`src/pcd_cfg.svh`:
```
`ifndef PCD_CFG_SVH
`define PCD_CFG_SVH

// word geometry, bit 1 of the air order sits in word[31]
`define PCD_WORD_BITS      32
`define PCD_TYPE_BIT       31
`define PCD_INFO_HI        30
`define PCD_INFO_LO        11
`define PCD_ADDR_HI        30
`define PCD_ADDR_LO        13
`define PCD_FUNC_HI        12
`define PCD_FUNC_LO        11
`define PCD_CHK_HI         10
`define PCD_CHK_LO         1
`define PCD_PAR_BIT        0

// fixed code words, bit 1 first
`define PCD_SYNC_WORD      32'h7cd215d8
`define PCD_IDLE_WORD      32'h7a89c197

// block code generator x^10+x^9+x^8+x^6+x^5+x^3+1
`define PCD_BCH_POLY       11'h769
`define PCD_BCH_CHK_BITS   10

// error tolerance for sync and address comparison
`define PCD_MAX_ERRS       6'h02

// call sign split
`define PCD_CALL_BITS      21
`define PCD_FRAME_ID_BITS  3

// six-bit preamble patterns
`define PCD_PRE_PAT_A      6'h2a
`define PCD_PRE_PAT_B      6'h15

// duty factor window in percent
`define PCD_DUTY_MIN_PCT   25
`define PCD_DUTY_MAX_PCT   75

// code words between two sync slots
`define PCD_BATCH_WORDS    5'h10

`endif

```
`src/pcd_pkg.sv`:
```
package pcd_pkg;

    typedef enum logic [1:0] {kind_sync, kind_idle, kind_addr, kind_msg} pcd_kind_e;
    typedef enum logic [1:0] {call_a, call_b, call_c, call_d} pcd_call_e;

    // one received bit from the front end
    typedef struct packed {
        logic valid;
        logic data;
    } pcd_bit_s;

    // one classified code word
    typedef struct packed {
        logic        valid;
        pcd_kind_e   kind;
        logic [19:0] info;
        pcd_call_e   call;
        logic        bch_ok;
        logic        parity_ok;
        logic        addr_match;
    } pcd_word_s;

    // identity load from the host side
    typedef struct packed {
        logic        load;
        logic [20:0] call_sign;
    } pcd_id_s;

    // framer state
    typedef struct packed {
        logic [31:0] sr;
        logic [4:0]  bit_cnt;
        logic [4:0]  word_idx;
        logic        aligned;
        logic        in_message;
        logic        sync_pulse;
        logic        pattern_hit;
        logic [17:0] call_hi;
        logic [2:0]  frame_id;
        pcd_word_s   word;
    } pcd_frm_s;

    // duty factor detector state
    typedef struct packed {
        logic        prev;
        logic [15:0] high_cnt;
        logic [15:0] total_cnt;
        logic [3:0]  good_cnt;
    } pcd_duty_s;

endpackage

```
`src/pcd_decoder.sv`:
```
// Function
// [RULE1] sync word is 31 sequence bits plus even parity; it sets word boundaries
// [RULE2] sync pattern is 0111 1100 1101 0010 0001 0101 1101 1000, bit 1 first
// [RULE3] first bit clear means address word, set means message word
// [RULE4] bits 2 to 21 form the information field
// [RULE5] address bits 20 and 21 select call type A, B, C or D
// [RULE6] bits 22 to 31 are BCH(31,21) check bits over bits 1 to 21
// [RULE7] bit 32 is even parity over bits 1 to 31
// [RULE8] address bits 2 to 19 compare with upper 18 call sign bits
// [RULE9] lowest 3 call sign bits are kept as frame identity
// [RULE10] idle word in any position carries no information
// [RULE11] idle pattern is 0111 1010 1000 1001 1100 0001 1001 0111
// [RULE12] idle word ends message reception
// [RULE13] preamble accepted with high time 25% to 75% of each cycle
// [RULE14] after sync, frame following bits into 32-bit words, first bit first
// [RULE15] sync or address accepted with at most 2 differing bits
// [RULE16] preamble seen on six-bit pattern 101010 or 010101
`timescale 1ns/100ps
`default_nettype none
`include "pcd_cfg.svh"

module pcd_decoder
    import pcd_pkg::*;
#(
    parameter int DUTY_CNT_W   = 16,
    parameter int DUTY_CYCLES  = 3
)
(
    // clock and reset
    input  wire logic  ref_clk,
    input  wire logic  sys_rst,
    // received stream
    input  wire pcd_bit_s  rx_bit,
    input  wire logic  sig_level,
    // identity load
    input  wire pcd_id_s   id_in,
    // decoded results
    output pcd_word_s  word_out,
    output logic       sync_det,
    output logic       aligned,
    output logic       in_message,
    output logic       preamble_det,
    output logic [2:0] frame_id
);

    pcd_frm_s st;
    pcd_frm_s nx;
    logic     duty_ok;

    ////////////////////////////////////////////////////////////////////////
    // helpers

    // number of differing bits between two words
    function automatic logic [5:0] pcd_dist(input logic [31:0] a, input logic [31:0] b);
        logic [31:0] d;
        logic [5:0]  n;
        d = a ^ b;
        n = 6'h00;
        for (int i = 0; i < 32; i++)
            n = n + {5'h00, d[i]};
        pcd_dist = n;
    endfunction

    // remainder of bits 1..31 over the generator; zero for a clean word
    function automatic logic [9:0] pcd_syndrome(input logic [31:0] w);
        logic [10:0] r;
        r = 11'h000;
        for (int i = 31; i >= 1; i--)
        begin
            r = {r[9:0], w[i]};
            if (r[10])
                r = r ^ `PCD_BCH_POLY;
        end
        pcd_syndrome = r[9:0];
    endfunction

    // classify and split one aligned code word
    function automatic pcd_word_s pcd_decode(input logic [31:0] w, input logic [17:0] call_hi);
        pcd_word_s o;
        o            = '0;
        o.valid      = 1'b1;
        o.info       = w[`PCD_INFO_HI:`PCD_INFO_LO];                          // RULE4
        o.call       = pcd_call_e'(w[`PCD_FUNC_HI:`PCD_FUNC_LO]);             // RULE5
        o.bch_ok     = (pcd_syndrome(w) == 10'h000);                          // RULE6
        o.parity_ok  = ~(^w);                                                 // RULE7
        if (pcd_dist(w, `PCD_SYNC_WORD) <= `PCD_MAX_ERRS)                     // RULE15
            o.kind = kind_sync;                                               // RULE2
        else if (w == `PCD_IDLE_WORD)                                         // RULE11
        begin
            o.kind = kind_idle;
            o.info = 20'h00000;                                               // RULE10
        end
        else if (!w[`PCD_TYPE_BIT])                                           // RULE3
        begin
            o.kind       = kind_addr;
            o.addr_match = (pcd_dist({14'h0000, w[`PCD_ADDR_HI:`PCD_ADDR_LO]},
                                     {14'h0000, call_hi}) <= `PCD_MAX_ERRS);  // RULE8 RULE15
        end
        else
            o.kind = kind_msg;                                                // RULE3
        pcd_decode = o;
    endfunction

    ////////////////////////////////////////////////////////////////////////
    // raw-level preamble detector

    pcd_duty #(
        .CNT_W       (DUTY_CNT_W),
        .GOOD_CYCLES (DUTY_CYCLES)
    ) u_duty (
        .ref_clk   (ref_clk),
        .sys_rst   (sys_rst),
        .sig_level (sig_level),
        .duty_ok   (duty_ok)
    );

    ////////////////////////////////////////////////////////////////////////
    // framer next state
    always_comb
    begin
        logic [31:0] shifted;
        pcd_word_s   w;
        shifted       = {st.sr[30:0], rx_bit.data};
        w             = pcd_decode(shifted, st.call_hi);
        nx            = st;
        nx.word.valid = 1'b0;
        nx.sync_pulse = 1'b0;

        // identity store: upper part compared, lower part kept
        if (id_in.load)
        begin
            nx.call_hi  = id_in.call_sign[`PCD_CALL_BITS-1:`PCD_FRAME_ID_BITS];  // RULE8
            nx.frame_id = id_in.call_sign[`PCD_FRAME_ID_BITS-1:0];               // RULE9
        end

        if (rx_bit.valid)
        begin
            nx.sr = shifted;                                                  // RULE14
            // six-bit alternation only counts while hunting for sync
            nx.pattern_hit = !st.aligned &&
                             (shifted[5:0] == `PCD_PRE_PAT_A ||
                              shifted[5:0] == `PCD_PRE_PAT_B);                // RULE16
            if (!st.aligned)
            begin
                // sliding search on every bit until the sync word turns up
                if (w.kind == kind_sync)                                      // RULE1 RULE15
                begin
                    nx.aligned    = 1'b1;
                    nx.bit_cnt    = 5'h00;
                    nx.word_idx   = 5'h00;
                    nx.word       = w;
                    nx.sync_pulse = 1'b1;
                end
            end
            else if (st.bit_cnt == 5'h1f)
            begin
                // a whole word has arrived on this bit
                nx.bit_cnt = 5'h00;                                           // RULE14
                nx.word    = w;
                if (w.kind == kind_sync)
                begin
                    nx.sync_pulse = 1'b1;
                    nx.word_idx   = 5'h00;                                    // RULE1
                end
                else
                begin
                    nx.word_idx = st.word_idx + 5'h01;
                    // a missed sync slot drops lock unless a message runs
                    if (st.word_idx == `PCD_BATCH_WORDS && !st.in_message)
                        nx.aligned = 1'b0;
                end
                if (w.kind == kind_idle)
                    nx.in_message = 1'b0;                                     // RULE12
                else if (w.kind == kind_addr)
                    nx.in_message = w.addr_match;
            end
            else
                nx.bit_cnt = st.bit_cnt + 5'h01;                              // RULE14
        end
    end

    // single state register for the framer
    always_ff @(posedge ref_clk or posedge sys_rst)
    begin
        if (sys_rst)
            st <= '0;
        else
            st <= nx;
    end

    ////////////////////////////////////////////////////////////////////////
    // outputs, all from flip-flops except the preamble merge
    assign word_out     = st.word;
    assign sync_det     = st.sync_pulse;
    assign aligned      = st.aligned;
    assign in_message   = st.in_message;
    assign frame_id     = st.frame_id;                                        // RULE9
    // either detector suffices, but only while unlocked
    assign preamble_det = !st.aligned && (st.pattern_hit || duty_ok);        // RULE13 RULE16

endmodule // pcd_decoder

`default_nettype wire

```
`src/pcd_duty.sv`:
```
`timescale 1ns/100ps
`default_nettype none
`include "pcd_cfg.svh"

module pcd_duty
    import pcd_pkg::*;
#(
    parameter int CNT_W      = 16,
    parameter int GOOD_CYCLES = 3
)
(
    // clock and reset
    input  wire logic ref_clk,
    input  wire logic sys_rst,
    // raw received level
    input  wire logic sig_level,
    // accepted preamble alternation
    output logic      duty_ok
);

    pcd_duty_s st;
    pcd_duty_s nx;

    // true when the high share of a cycle lies in the duty window
    function automatic logic in_window(input logic [15:0] hi, input logic [15:0] tot);
        logic [31:0] h;
        logic [31:0] t;
        h = {16'h0000, hi} * 32'd100;
        t = {16'h0000, tot};
        in_window = (h >= t * `PCD_DUTY_MIN_PCT) && (h <= t * `PCD_DUTY_MAX_PCT);
    endfunction

    ////////////////////////////////////////////////////////////////////////
    // one cycle is measured rising edge to rising edge
    always_comb
    begin
        nx      = st;
        nx.prev = sig_level;
        if (sig_level && !st.prev)
        begin
            if (st.total_cnt != 16'h0000 && in_window(st.high_cnt, st.total_cnt)) // RULE13
                nx.good_cnt = (st.good_cnt == 4'hf) ? st.good_cnt : st.good_cnt + 4'h1;
            else
                nx.good_cnt = 4'h0;
            nx.high_cnt  = 16'h0001;
            nx.total_cnt = 16'h0001;
        end
        else if (st.total_cnt == {CNT_W{1'b1}})
        begin
            // a stuck level is no alternation, so start over
            nx.good_cnt  = 4'h0;
            nx.high_cnt  = 16'h0000;
            nx.total_cnt = 16'h0000;
        end
        else if (st.total_cnt != 16'h0000)
        begin
            nx.total_cnt = st.total_cnt + 16'h0001;
            nx.high_cnt  = st.high_cnt + {15'h0000, sig_level};
        end
    end

    always_ff @(posedge ref_clk or posedge sys_rst)
    begin
        if (sys_rst)
            st <= '0;
        else
            st <= nx;
    end

    assign duty_ok = (st.good_cnt >= 4'(GOOD_CYCLES)); // RULE13

endmodule // pcd_duty

`default_nettype wire

```
`config.mk`:
```
export PLATFORM = sky130hd
export DESIGN_NAME = pcd_decoder
export DESIGN_NICKNAME = d
export VERILOG_FILES = /design/src/pcd_pkg.sv /design/src/pcd_decoder.sv /design/src/pcd_duty.sv
export VERILOG_INCLUDE_DIRS = /design/src
export SDC_FILE = /design/constraint.sdc
export NUM_CORES = 1
export LEC_CHECK = 0
export ABC_AREA = 1
export ABC_CLOCK_PERIOD_IN_PS = 16300
export BUFFER_PORTS_ARGS = -buffer_cell sky130_fd_sc_hd__buf_4
export CAP_MARGIN = 20
export CORE_MARGIN = 2
export CORE_UTILIZATION = 50
export DETAILED_ROUTE_END_ITERATION = 10
export GPL_ROUTABILITY_DRIVEN = 0
export HOLD_SLACK_MARGIN = 0.03
export PLACE_DENSITY = 0.71
export SLEW_MARGIN = 20
export SYNTH_ARGS = -nofsm -noshare
export SYNTH_HDL_FRONTEND = slang
export SYNTH_HIERARCHICAL = 1
export SYNTH_SLANG_ARGS = --single-unit
```
`constraint.sdc`:
```
create_clock -name ref_clk -period 16.3 [get_ports ref_clk]
set_input_delay 1.63 -clock ref_clk [delete_from_list [all_inputs] [get_ports ref_clk]]
set_output_delay 1.63 -clock ref_clk [all_outputs]
set_load 0.03 [all_outputs]
```
==> flow_summary.toml <==
[drt]
wl_per_cell_um = 16.2
drt_pass1_iterations = 5
highest_layer = "met4"
antenna_left = 0
dr_wl_met3_mm = 2.08
routed_wl_mm = 38.3
dr_wl_met2_mm = 17.7
route.detailed.drc = 0
vias_per_cell = 5.43
drt-met1-wl_mm = 17.7
vias = 12800
first_iter_violations = 817

[cts]
post_cts_buffers = 0
cts_resized = 0
clkTransAtPathRegs_ps = 70
clock_sinks = 131
clkLatencyLatePin_ps = 440
cts_buffers = 17
cts_tree = "built"
cts_root_buffer = "clkbuf_16"
clockBufferDepth = 2
hold_buffers = 0
htree_num_levels = 4

[place]
post_dp_cell_area_um2 = 16300
place.detailed.hpwl_mm = 30.9
port_buffers = 61

[layout]
area_growth_syn_to_layout_pct = 7.78
insertedDiodeCount = 0
fin_util_pct = 55.0
drive_gt1_share_pct = 12.0
nets = 2320
design_area_um2 = 16900

[critical_path]
crit_path_top_delay_cell = "nor4_1"
critPathLaunch = "rx_bit[0]"
critPathCaptureType = "flip-flop"
worst-path-stages = 30
reg2reg_depth = 29
start_kind = "input port"
r2r_start = "st[76]"
critPathArrivalTime_ps = 8270
critPathMaxFanout = 21
max_stage_delay_ps = 620
critical_path_class = "in -> reg"
crit_buf_inv = 9
crit_family = "adder cells"
required_ps = 16660

[global_route]
grt_max_degree = 76
grtUsageTotal_pct = 24.3
overflow = 0
grt_pass1_wl_mm = 64.4
grt_pass1_vias = 13000
antenna_found_initial = 0

[hold_path]
min_from = "word_out[3]"
hold_path_depth = 2
min_path_type = "reg -> reg"

[timing]
grt_setup_unrepaired = "no"
period_share_pct = 48.5
slew_violations = 0
slew_headroom_pct = 34.7
max_freq_mhz = 126
fin_worst_skew_ps = 9.79
final.setup.tns_ps = 0
max_slew.worst_pin.slew_ps = 980
period_minus_slack_ps = 7910
finalHoldViolCount = 0
setup_viol = 0

[floorplan]
dieArea_um2 = 32700
die_x_um = 181
num_rows = 64
ioPinCount = 62
core_area_um2 = 30700
initial_core_util_pct = 51.0
die_h_um = 181

[yosys]
syn_area_um2 = 15600
postSynthAreaPerCell_um2 = 8.11
synth_edf_count = 0
ys_warn_count = 6
synth_seq_cells = 131
synthCells = 1927
syn_nets = 2291
async_reset_ff_share_pct = 100
synth-seq-area-share_pct = 21.0
synth_cell_types = 54
synth_ff_type = "dfrtp_1"

[run]
drv_cap = 0

[outcome]
status = "finished, final reports clean"
placed cells by master (no fill, tap or decap), types with 5 or more instances in the layout:
master / Yosys / layout
a31oi_1: 9 / 9
mux2_2: 21 / 21
xnor2_1: 50 / 50
nand2_1: 368 / 368
ha_1: 256 / 256
nor2_4: 5 / 5
xor2_1: 59 / 59
o21ai_0: 66 / 66
o21bai_1: 5 / 5
o21ai_1: 16 / 16
a21oi_1: 82 / 82
inv_1: 299 / 297
clkbuf_16: 0 / 17
nand3b_1: 5 / 5
nand2_2: 48 / 48
inv_2: 19 / 19
a32o_1: 18 / 18
nand3_2: 14 / 14
nand3_1: 115 / 115
buf_4: 35 / 66
nor2_1: 101 / 101
dfrtp_1: 131 / 131
nor4_1: 10 / 10
fa_1: 81 / 81
a211oi_1: 5 / 5
nor3_1: 20 / 20
nand4_1: 18 / 18
nand2_4: 9 / 9
synthesized netlist by cell type, types with 5 or more instances:
cell type	instances	area share [%]
ha_1	256	20
a211oi_1	5	0.24
nand2_2	48	1.9
fa_1	81	10
a31oi_1	9	0.36
inv_2	19	0.46
buf_4	35	1.7
mux2_2	21	1.5
nor2_1	101	2.4
nand4_1	18	0.72
a32o_1	18	1.2
clkbuf_1	15	0.36
xor2_1	59	3.3
o21bai_1	5	0.24
nand2_4	9	0.65
nor3_1	20	0.64
nand3b_1	5	0.24
dfrtp_1	131	21
nand3_2	14	0.90
o21ai_1	16	0.51
nand3_1	115	3.7
xnor2_1	50	2.8
nor2_4	5	0.36
o21ai_0	66	2.1
nand2_1	368	8.8
nor4_1	10	0.40
a21oi_1	82	2.6
inv_1	299	7.2
flip-flops by register name, indices dropped and copies added (netlist names):
signal      flops
u_duty/st      37
st             60
aligned         1
word_out       28
sync_det        1
frame_id        3
in_message      1
worst register-to-register path: cells and delay by family, from the launching register on:
| family | cells | cell delay, ps |
|---|---|---|
| flip-flops | 1 | 480 |
| AO/OA/AOI/OAI | 2 | 220 |
| buffers and inverters | 8 | 910 |
| AND/OR/NAND/NOR | 10 | 1640 |
| adder cells (fa/ha/maj) | 9 | 3780 |
through the flow:
| stage | hold slack, ps | std cells | worst slack [ps] |
|---|---|---|---|
| 2_1_floorplan | 443 | 1927 | 8930 |
| 3_3_place_gp | 479 | 2333 | 8100 |
| 3_5_place_dp | 484 | 2333 | 7960 |
| 4_1_cts | 510 | 2365 | 8400 |
| 5_1_grt | 530 | 2365 | 7800 |
| 6_report | 501 | 2365 | 8390 |
routing by layer:
metal	track usage (%)	up-vias
met5	0	-
met1	33.6	6120
met2	39.7	341
met4	6.74	0
li1	-	6309
met3	3.85	63
logic make-up after synthesis:
group / share of synthesized area (%)
simple gates: 21.5
buf+inv: 9.99
fa+ha+maj: 30.9
compound gates: 8.99
flops: 21.0
xor+xnor: 6.21
mux: 1.51
worst paths after layout:
| check | end | slack, ps |
|---|---|---|
| worst max-delay path | word_out[2] | 8390 |
| worst min-delay path | word_out[3] | 500 |
| worst max register to register | word_out[2] | 9190 |
| worst min register to register | word_out[3] | 500 |
| max in group asynchronous | st[53] | 13920 |
| min in group asynchronous | st[33] | 1140 |
final cells by class:
| class | instances | area, um2 |
|---|---|---|
| clock inverters | 13 | 151 |
| fillers | 2829 | 13800 |
| inverters | 319 | 1200 |
| flip-flops and latches | 131 | 3280 |
| well taps | 396 | 495 |
| repair buffers | 66 | 495 |
| clock buffers | 19 | 433 |
| multi-input cells | 1421 | 10800 |
Power is not shown: default switching activity piles up to over one toggle a cycle in this logic, so the estimate is an artifact.
